File: src/sef_pkg.sv
// shared constants and types of the serial port error flag and wake-up block
package sef_pkg;
    // register byte offsets on the bus
    localparam logic [3:0] SEF_OFF_CTRL   = 4'h0;
    localparam logic [3:0] SEF_OFF_STATUS = 4'h4;
    localparam logic [3:0] SEF_OFF_DATA   = 4'h8;
    localparam int         SEF_ADR_W      = 4;
    localparam int         SEF_BUS_W      = 32;
    localparam int         SEF_BYTE_W     = 8;
    localparam int         SEF_CNT_W      = 3;
    localparam logic [2:0] SEF_LAST_BIT   = 3'h7;
    localparam logic [2:0] SEF_FIRST_BIT  = 3'h0;
    localparam logic [7:0] SEF_BYTE_ZERO  = 8'h00;
    localparam logic [23:0] SEF_PAD_ZERO  = 24'h000000;

    // control register, bit 7 down to bit 0
    typedef struct packed {
        logic       peripheral_interrupt_enable;
        logic       port_output_enable;
        logic       divide_by_two_disable;
        logic       master_select;
        logic       clock_polarity;
        logic       clock_phase;
        logic [1:0] clock_rate_select;
    } sef_ctrl_s;

    // hardware flags, status bits 7 down to 4
    typedef struct packed {
        logic transfer_complete_flag;
        logic write_collision_flag;
        logic overrun_flag;
        logic mode_fault_flag;
    } sef_flags_s;

    // software bits of the status register, bits 2 down to 0
    typedef struct packed {
        logic slave_output_disable;
        logic software_select_management;
        logic software_select_level;
    } sef_sel_s;

    localparam sef_ctrl_s  SEF_CTRL_RST  = '0;
    localparam sef_flags_s SEF_FLAGS_RST = '0;
    localparam sef_sel_s   SEF_SEL_RST   = '0;

    // halt tracking, gray along run -> armed only; run -> blocked flips both bits
    typedef enum logic [1:0] {
        SEF_H_RUN     = 2'h0,
        SEF_H_ARMED   = 2'h1,
        SEF_H_BLOCKED = 2'h3
    } sef_halt_e;
endpackage

File: src/sef_core.sv
// serial port error flags, clearing sequences, shared interrupt and halt wake-up
//
// Implementation choices: register access over Wishbone and the register addresses.
`timescale 1ns/1ps
`default_nettype none
// Behaviour
// - master with low select is a mode fault
// - mode fault sets flag, may interrupt
// - mode fault clears port output enable
// - mode fault clears master select
// - mode fault cleared by status read, control write
// - enable and master locked while fault set
// - byte done with flag set means overrun
// - overrun keeps first byte, drops later ones
// - status read clears overrun flag
// - data write during transfer collides, ignored
// - write collision never interrupts
// - data write in sequence keeps collision
// - receive buffer read synchronously, no collision
// - unwritten slave echoes last byte taken into receive buffer
// - in wait, works and interrupts wake
// - in halt, no mode fault; interface idle unless select low at entry
// - in slave halt only completion wakes
// - several bytes in halt set overrun
// - halt wake needs select low at entry
// - completion, mode fault and overrun share one masked vector
// - completion cleared by status then data access
module sef_core
    import sef_pkg::*;
(
    input  wire logic                          clk_i,
    input  wire logic                          rst_i,
    input  wire logic                          wb_cyc_i,
    input  wire logic                          wb_stb_i,
    input  wire logic                          wb_we_i,
    input  wire logic [sef_pkg::SEF_ADR_W-1:0] wb_adr_i,
    input  wire logic [3:0]                    wb_sel_i,
    input  wire logic [sef_pkg::SEF_BUS_W-1:0] wb_dat_i,
    output logic      [sef_pkg::SEF_BUS_W-1:0] wb_dat_o,
    output logic                               wb_ack_o,
    input  wire logic                          sck_i,
    input  wire logic                          mosi_i,
    input  wire logic                          ss_n_i,
    output logic                               miso_o,
    output logic                               miso_oe_o,
    input  wire logic                          global_mask_i,
    input  wire logic                          halt_i,
    output logic                               irq_o,
    output logic                               wake_halt_o,
    output logic                               port_en_o,
    output logic                               master_o
);
    import sef_pkg::*;

    function automatic logic hit(input logic [SEF_ADR_W-1:0] adr, input logic [SEF_ADR_W-1:0] off);
        hit = adr == off;
    endfunction

    ////////////////////////////////////////////////////////////////////////////
    logic [2:0]            pins;
    logic                  sck_s;
    logic                  mosi_s;
    logic                  ss_n_s;
    logic                  busy;
    logic                  done;
    logic [SEF_BYTE_W-1:0] rx_byte;
    logic                  sh_miso;
    logic                  sh_en;
    logic                  ss_eff;

    sef_sync #(.WIDTH(3)) u_sync (
        .clk_i   (clk_i),
        .rst_i   (rst_i),
        .async_i ({sck_i, mosi_i, ss_n_i}),
        .sync_o  (pins)
    );
    assign sck_s  = pins[2];
    assign mosi_s = pins[1];
    assign ss_n_s = pins[0];

    sef_ctrl_s             ctrl_reg,  ctrl_next;
    sef_flags_s            flags_reg, flags_next;
    sef_sel_s              sel_reg,   sel_next;
    sef_halt_e             hst_reg,   hst_next;
    logic [SEF_BYTE_W-1:0] rx_buf_reg, rx_buf_next;
    logic [SEF_BYTE_W-1:0] tx_hold_reg, tx_hold_next;
    logic                  mode_fault_flag_seq_reg, mode_fault_flag_seq_next;
    logic                  transfer_complete_flag_seq_reg, transfer_complete_flag_seq_next;
    logic                  write_collision_flag_seq_reg, write_collision_flag_seq_next;
    logic                  ack_next;
    logic [SEF_BUS_W-1:0]  dat_next;
    logic                  irq_next;
    logic                  wake_next;
    logic                  oe_next;

    // receive shifter runs in slave role only; blocked while halted unselected
    assign sh_en = ctrl_reg.port_output_enable && !ctrl_reg.master_select && !ss_eff
                   && (hst_reg != SEF_H_BLOCKED);

    sef_shift u_shift (
        .clk_i  (clk_i),
        .rst_i  (rst_i),
        .en_i   (sh_en),
        .sck_i  (sck_s),
        .mosi_i (mosi_s),
        .cpol_i (ctrl_reg.clock_polarity),
        .cpha_i (ctrl_reg.clock_phase),
        .load_i (tx_hold_reg),
        .busy_o (busy),
        .done_o (done),
        .rx_o   (rx_byte),
        .miso_o (sh_miso)
    );

    ////////////////////////////////////////////////////////////////////////////
    logic access;
    logic wr;
    logic rd;
    logic cr_wr;
    logic csr_touch;
    logic csr_read;
    logic dr_wr;
    logic dr_rd;
    logic mode_fault_flag_set;
    logic transfer_complete_flag_clr;
    logic accept;
    logic ovr_set;
    logic write_collision_flag_set;
    logic tx_ok;

    assign ss_eff    = sel_reg.software_select_management ? sel_reg.software_select_level : ss_n_s;
    assign access    = wb_cyc_i && wb_stb_i && !wb_ack_o;
    assign wr        = access && wb_we_i && wb_sel_i[0];
    assign rd        = access && !wb_we_i;
    assign cr_wr     = wr && hit(wb_adr_i, SEF_OFF_CTRL);
    assign csr_touch = access && hit(wb_adr_i, SEF_OFF_STATUS);
    assign csr_read  = rd && hit(wb_adr_i, SEF_OFF_STATUS);
    assign dr_wr     = wr && hit(wb_adr_i, SEF_OFF_DATA);
    assign dr_rd     = rd && hit(wb_adr_i, SEF_OFF_DATA);

    assign mode_fault_flag_set = ctrl_reg.master_select && !ss_eff && !halt_i && (hst_reg == SEF_H_RUN);
    assign transfer_complete_flag_clr = transfer_complete_flag_seq_reg && (dr_rd || dr_wr);
    assign accept   = done && (!flags_reg.transfer_complete_flag || transfer_complete_flag_clr);
    assign ovr_set  = done && flags_reg.transfer_complete_flag && !transfer_complete_flag_clr;
    assign write_collision_flag_set = dr_wr && busy;
    assign tx_ok    = dr_wr && !busy && !(flags_reg.transfer_complete_flag && !transfer_complete_flag_seq_reg);

    ////////////////////////////////////////////////////////////////////////////
    always_comb begin
        ctrl_next     = ctrl_reg;
        sel_next      = sel_reg;
        mode_fault_flag_seq_next = mode_fault_flag_seq_reg;
        if (cr_wr) begin
            ctrl_next     = sef_ctrl_s'(wb_dat_i[SEF_BYTE_W-1:0]);
            mode_fault_flag_seq_next = 1'b0;
            if (flags_reg.mode_fault_flag && !mode_fault_flag_seq_reg) begin
                ctrl_next.port_output_enable = 1'b0;
                ctrl_next.master_select      = 1'b0;
            end
        end
        if (csr_read && flags_reg.mode_fault_flag) begin
            mode_fault_flag_seq_next = 1'b1;
        end
        if (wr && hit(wb_adr_i, SEF_OFF_STATUS)) begin
            sel_next = sef_sel_s'(wb_dat_i[2:0]);
        end
        if (mode_fault_flag_set) begin
            ctrl_next.port_output_enable = 1'b0;
            ctrl_next.master_select      = 1'b0;
        end
    end

    always_comb begin
        flags_next    = flags_reg;
        transfer_complete_flag_seq_next = transfer_complete_flag_seq_reg;
        write_collision_flag_seq_next = write_collision_flag_seq_reg;
        rx_buf_next   = rx_buf_reg;
        tx_hold_next  = tx_hold_reg;
        flags_next.mode_fault_flag = mode_fault_flag_set
            || (flags_reg.mode_fault_flag && !(mode_fault_flag_seq_reg && cr_wr));
        flags_next.transfer_complete_flag = done
            || (flags_reg.transfer_complete_flag && !transfer_complete_flag_clr);
        flags_next.overrun_flag = ovr_set || (flags_reg.overrun_flag && !csr_read);
        flags_next.write_collision_flag = write_collision_flag_set
            || (flags_reg.write_collision_flag && !(write_collision_flag_seq_reg && dr_rd));
        if (csr_touch && flags_reg.transfer_complete_flag) begin
            transfer_complete_flag_seq_next = 1'b1;
        end else if (transfer_complete_flag_clr) begin
            transfer_complete_flag_seq_next = 1'b0;
        end
        if (csr_read && flags_reg.write_collision_flag) begin
            write_collision_flag_seq_next = 1'b1;
        end else if (dr_rd) begin
            write_collision_flag_seq_next = 1'b0;
        end
        if (accept) begin
            rx_buf_next  = rx_byte;
            tx_hold_next = rx_byte;
        end
        if (tx_ok) begin
            tx_hold_next = wb_dat_i[SEF_BYTE_W-1:0];
        end
    end

    // select level caught at halt entry
    always_comb begin
        hst_next = hst_reg;
        unique case (hst_reg)
            SEF_H_RUN: begin
                if (halt_i) begin
                    hst_next = (!ss_eff && !ctrl_reg.master_select) ? SEF_H_ARMED : SEF_H_BLOCKED;
                end
            end
            SEF_H_ARMED, SEF_H_BLOCKED: begin
                if (!halt_i) begin
                    hst_next = SEF_H_RUN;
                end
            end
            default: hst_next = SEF_H_RUN;
        endcase
    end

    always_comb begin
        ack_next = access;
        dat_next = '0;
        if (rd) begin
            if (hit(wb_adr_i, SEF_OFF_CTRL)) begin
                dat_next = {SEF_PAD_ZERO, ctrl_reg};
            end else if (hit(wb_adr_i, SEF_OFF_STATUS)) begin
                dat_next = {SEF_PAD_ZERO, flags_reg, 1'b0, sel_reg};
            end else if (hit(wb_adr_i, SEF_OFF_DATA)) begin
                dat_next = {SEF_PAD_ZERO, rx_buf_reg};
            end
        end
        irq_next  = ctrl_reg.peripheral_interrupt_enable && !global_mask_i
                    && (flags_reg.transfer_complete_flag || flags_reg.mode_fault_flag
                        || flags_reg.overrun_flag);
        wake_next = (hst_reg == SEF_H_ARMED) && ctrl_reg.peripheral_interrupt_enable
                    && !global_mask_i && flags_reg.transfer_complete_flag;
        oe_next   = sh_en && !sel_reg.slave_output_disable;
    end

    always_ff @(posedge clk_i) begin
        if (rst_i) begin
            ctrl_reg     <= SEF_CTRL_RST;
            flags_reg    <= SEF_FLAGS_RST;
            sel_reg      <= SEF_SEL_RST;
            hst_reg      <= SEF_H_RUN;
            rx_buf_reg   <= SEF_BYTE_ZERO;
            tx_hold_reg  <= SEF_BYTE_ZERO;
            mode_fault_flag_seq_reg <= 1'b0;
            transfer_complete_flag_seq_reg <= 1'b0;
            write_collision_flag_seq_reg <= 1'b0;
            wb_ack_o     <= 1'b0;
            wb_dat_o     <= '0;
            irq_o        <= 1'b0;
            wake_halt_o  <= 1'b0;
            miso_oe_o    <= 1'b0;
            miso_o       <= 1'b0;
        end else begin
            ctrl_reg     <= ctrl_next;
            flags_reg    <= flags_next;
            sel_reg      <= sel_next;
            hst_reg      <= hst_next;
            rx_buf_reg   <= rx_buf_next;
            tx_hold_reg  <= tx_hold_next;
            mode_fault_flag_seq_reg <= mode_fault_flag_seq_next;
            transfer_complete_flag_seq_reg <= transfer_complete_flag_seq_next;
            write_collision_flag_seq_reg <= write_collision_flag_seq_next;
            wb_ack_o     <= ack_next;
            wb_dat_o     <= dat_next;
            irq_o        <= irq_next;
            wake_halt_o  <= wake_next;
            miso_oe_o    <= oe_next;
            miso_o       <= sh_miso;
        end
    end

    // register copies, so both outputs stand straight on flip-flops
    logic port_en_reg;
    logic master_reg;
    always_ff @(posedge clk_i) begin
        if (rst_i) begin
            port_en_reg <= 1'b0;
            master_reg  <= 1'b0;
        end else begin
            port_en_reg <= ctrl_next.port_output_enable;
            master_reg  <= ctrl_next.master_select;
        end
    end
    assign port_en_o = port_en_reg;
    assign master_o  = master_reg;
endmodule
`default_nettype wire

File: src/sef_sync.sv
// two flip-flop synchroniser for pins from outside the clock domain
`timescale 1ns/1ps
`default_nettype none
module sef_sync #(
    parameter int WIDTH = 3
) (
    input  wire logic             clk_i,
    input  wire logic             rst_i,
    input  wire logic [WIDTH-1:0] async_i,
    output logic      [WIDTH-1:0] sync_o
);
    logic [WIDTH-1:0] meta_reg;
    logic [WIDTH-1:0] sync_reg;

    // pins idle high after reset so a released select does not look active
    always_ff @(posedge clk_i) begin
        if (rst_i) begin
            meta_reg <= '1;
            sync_reg <= '1;
        end else begin
            meta_reg <= async_i;
            sync_reg <= meta_reg;
        end
    end

    assign sync_o = sync_reg;
endmodule
`default_nettype wire

File: src/sef_shift.sv
// slave byte shifter clocked by sampled edges of the serial clock pin
`timescale 1ns/1ps
`default_nettype none
module sef_shift
    import sef_pkg::*;
(
    input  wire logic                  clk_i,
    input  wire logic                  rst_i,
    input  wire logic                  en_i,
    input  wire logic                  sck_i,
    input  wire logic                  mosi_i,
    input  wire logic                  cpol_i,
    input  wire logic                  cpha_i,
    input  wire logic [SEF_BYTE_W-1:0] load_i,
    output logic                       busy_o,
    output logic                       done_o,
    output logic      [SEF_BYTE_W-1:0] rx_o,
    output logic                       miso_o
);
    logic                  sck_d_reg;
    logic [SEF_CNT_W-1:0]  cnt_reg;
    logic [SEF_CNT_W-1:0]  cnt_next;
    logic [SEF_BYTE_W-1:0] sh_reg;
    logic [SEF_BYTE_W-1:0] sh_next;
    logic                  done_reg;
    logic                  done_next;
    logic [SEF_BYTE_W-1:0] rx_reg;
    logic [SEF_BYTE_W-1:0] rx_next;
    logic                  sample;

    // capture edge: leading edge for phase 0, trailing edge for phase 1
    assign sample = en_i && (sck_i != sck_d_reg) && ((sck_i ^ cpol_i) != cpha_i);

    always_comb begin
        cnt_next  = cnt_reg;
        sh_next   = sh_reg;
        done_next = 1'b0;
        rx_next   = rx_reg;
        if (!en_i) begin
            cnt_next = SEF_FIRST_BIT;
            sh_next  = load_i;
        end else if (sample) begin
            sh_next  = {sh_reg[SEF_BYTE_W-2:0], mosi_i};
            cnt_next = cnt_reg + 3'h1;
            if (cnt_reg == SEF_LAST_BIT) begin
                done_next = 1'b1;
                rx_next   = {sh_reg[SEF_BYTE_W-2:0], mosi_i};
            end
        end else if (cnt_reg == SEF_FIRST_BIT) begin
            // between bytes the next byte to send tracks the hold register
            sh_next = load_i;
        end
    end

    always_ff @(posedge clk_i) begin
        if (rst_i) begin
            sck_d_reg <= 1'b0;
            cnt_reg   <= SEF_FIRST_BIT;
            sh_reg    <= SEF_BYTE_ZERO;
            done_reg  <= 1'b0;
            rx_reg    <= SEF_BYTE_ZERO;
        end else begin
            sck_d_reg <= sck_i;
            cnt_reg   <= cnt_next;
            sh_reg    <= sh_next;
            done_reg  <= done_next;
            rx_reg    <= rx_next;
        end
    end

    assign busy_o = cnt_reg != SEF_FIRST_BIT;
    assign done_o = done_reg;
    assign rx_o   = rx_reg;
    assign miso_o = sh_reg[SEF_BYTE_W-1];
endmodule
`default_nettype wire

File: config.mk
export PLATFORM = sky130hd
export DESIGN_NAME = sef_core
export DESIGN_NICKNAME = d
export VERILOG_FILES = /design/src/sef_pkg.sv /design/src/sef_core.sv /design/src/sef_sync.sv /design/src/sef_shift.sv
export SDC_FILE = /design/constraint.sdc
export NUM_CORES = 1
export LEC_CHECK = 0
export CORE_MARGIN = 5
export CORE_UTILIZATION = 62
export CTS_BUF_LIST = sky130_fd_sc_hd__clkbuf_4 sky130_fd_sc_hd__clkbuf_8 sky130_fd_sc_hd__clkbuf_16
export CTS_CLUSTER_DIAMETER = 120
export DETAILED_ROUTE_END_ITERATION = 12
export DONT_BUFFER_PORTS = 1
export GPL_TIMING_DRIVEN = 0
export PLACE_DENSITY = 0.9
export SYNTH_ARGS = -nofsm -noshare
export SYNTH_HDL_FRONTEND = slang
export SYNTH_HIERARCHICAL = 1
export SYNTH_SLANG_ARGS = --single-unit
export TNS_END_PERCENT = 5
File: constraint.sdc
create_clock -name clk_i -period 2.13 [get_ports clk_i]
set_input_delay 0.1065 -clock clk_i [delete_from_list [all_inputs] [get_ports clk_i]]
set_output_delay 0.1065 -clock clk_i [all_outputs]
set_load 0.01 [all_outputs]
==> results.toml <==
[status]
status = "finished clean"

[grt]
grt_max_degree = 16
antenna_found_initial = 0
grt_first_pass_wirelength_um = 13500
grt_use_total_pct = 24.1
grt_overflow = 0
grt_pass1_vias = 2738

[sta]
fin_ws_ns = 0.0309
post-route-period-util_pct = 98.6
finClkSkew_ns = 0.0107
final_max_slew_viol_count = 0
max_slew_margin_pct = 27.8
setup_viol = 0
worst_hold_slack_ns = 0.0252
hold_violations = 0
period_minus_slack_ns = 2.10
setup-tns-final_ns = 0
tightestPinTransition_ns = 1.08
fmax_mhz = 476

[clocking]
htreeDepth = 3
clk_latency_ns = 0.35
cts_buffers = 9
cts.sinks = 76
cts-root-buf = "clkbuf_8"
path_clk_slew_ns = 0.08
cts_tree = "yes"
cts_max_path_buffers = 2

[detailed_routing]
drc = 0
wirelength_um = 8150
antenna_left = 0
wl_per_cell_um = 16.6
firstDrtPassIters = 5
avgViaCountPerCell = 5.68
vias = 2793
drtIter0Drc = 255

[synth]
async_flop_share_pct = 0
yosys.area.top_type = "dfxtp_1"
synthCells = 364
ys_top_cells_by_area = "dfxtp_1 (45%), mux2i_1 (8.6%), buf_4 (5.8%), nand2b_1 (5.4%), nor2_1 (5.3%)"
ys_ff_latch = 76
ys.warnings.count = 6
synth_ff_type = "dfxtp_1"
avgSynthCellArea_sq_um = 9.30
synth.top_cell.area_share_pct = 44.9
yosysSeqAreaShare_pct = 44.9
syn_area_sq_um = 3390
synth_edf_count = 0
synth.distinct_cells = 39

[critical_path]
critical_path.cell_chain = "nor2b_1, a211oi_2, and3_4, nand3b_1, mux2_4, buf_6, a2111oi_2"
cp_data_arrival_time_ns = 2.32
crit_cells = 7
critical_path_class = "register to register"
critPathMaxFanout = 10
critPathBufInv = 1
endpoint_kind = "register"
cp_slowest_cell = "dfxtp_2"
worstPathRequired_ns = 2.35
reg2reg_depth = 7
start_kind = "register"
crit_family = "compound AO/OA/AOI/OAI gates"
max_stage_delay_ns = 0.37

[power_and_ir_drop]
p_leak_nw = 1.61
total_power_mw = 2.74
vdd_ir_drop_max_mv = 0.358
p_per_area_nw_per_um2 = 694

[finish]
final_layout_size_suffix_gt1_share_pct = 15.5
n_antenna_cell = 0
utilization_pct = 73.2
mostFrequentLayoutCells = "dfxtp_1 (74), nor2_1 (48), nand2b_1 (29), mux2i_1 (29), buf_4 (27)"
fin_cells = 492
stdcell_area_sq_um = 3960
syn_to_final_growth_pct = 16.8
final_common_cell = "dfxtp_1"
nNetsFinal = 468

[placed_design]
dpl.cell_count = 459
dp_hpwl_um = 5640
dp_worst_setup_slack_ns = -0.101
portBuffers = 0
gp_congestion = 0.889
place_area_sq_um = 3560

[hold_path]
holdPathStages = 2
hp-class = "input pin to register"

[floorplan]
initial_core_util_pct = 62.7
dieArea_sq_um = 7040
coreArea_sq_um = 5410
row_count = 27
ios = 89
die_width_um = 83.9
die_y_um = 83.9

[run]
maxCapViolCount = 0
[report_power, final]
| part | total (mW) | switching (mW) | internal, mW |
|---|---|---|---|
| clock | 1.13 | 0.516 | 0.615 |
| sequential | 1.44 | 0.00679 | 1.43 |
| combinational | 0.176 | 0.0954 | 0.0803 |
[layout make-up]
type	count	area (sq um)
inverters	7	26.3
clock inverters	4	47.5
clock buffers	12	159
well taps	72	90.1
repair buffers	18	178
plain buffers	37	259
fillers	384	1450
multi-input cells	266	1670
flip-flops and latches	76	1520
[worst paths after layout]
check             slack, ns                             end          startpoint
hold reg to reg        0.41                u_sync/sync_o[1]  u_sync/meta_reg[1]
setup reg to reg       0.03               u_shift/sh_reg[5]          sel_reg[1]
hold / removal         0.03  transfer_complete_flag_seq_reg               rst_i
setup / recovery       0.03               u_shift/sh_reg[5]          sel_reg[1]
[metal layers]
metal / track usage, % / vias up / part of all wire [%]
met1: 28.1 / 1317 / 40
met4: 11.4 / 0 / 3.5
met5: 0 / - / 0
met2: 41.2 / 137 / 49
li1: - / 1309 / -
met3: 5.92 / 30 / 6.8
[cells in the mapped netlist (3+ instances only)]
cell	instances
nor2_1	48
or2_1	6
nand2b_1	29
mux2i_1	29
buf_4	26
buf_6	3
dfxtp_1	76
nor2b_1	6
a22oi_1	10
a21oi_1	14
clkbuf_1	7
a2111oi_2	8
nor3_1	23
o2bb2ai_1	8
nand3b_1	4
nand2_1	25
inv_1	7
ha_1	3
nand3_1	6
[cell families after synthesis]
logic type | count (synthesis) | synth area share [%]
mux | 30 | 9.01
other cells | 1 | 0.111
buf+inv | 45 | 8.53
flops | 76 | 44.9
fa+ha+maj | 3 | 1.11
xor+xnor | 2 | 0.739
simple gates | 162 | 24.4
compound gates | 45 | 11.2
[timing repair]
item                                   CTS  global route
buffers inserted                         0             1
setup endpoints to repair                8            18
cloned                                   0             0
pin swaps                                0             2
endpoints found under the hold margin   38             0
hold buffers                            17             0
resized for setup                        2             3
(Power assumes the default switching activity.)
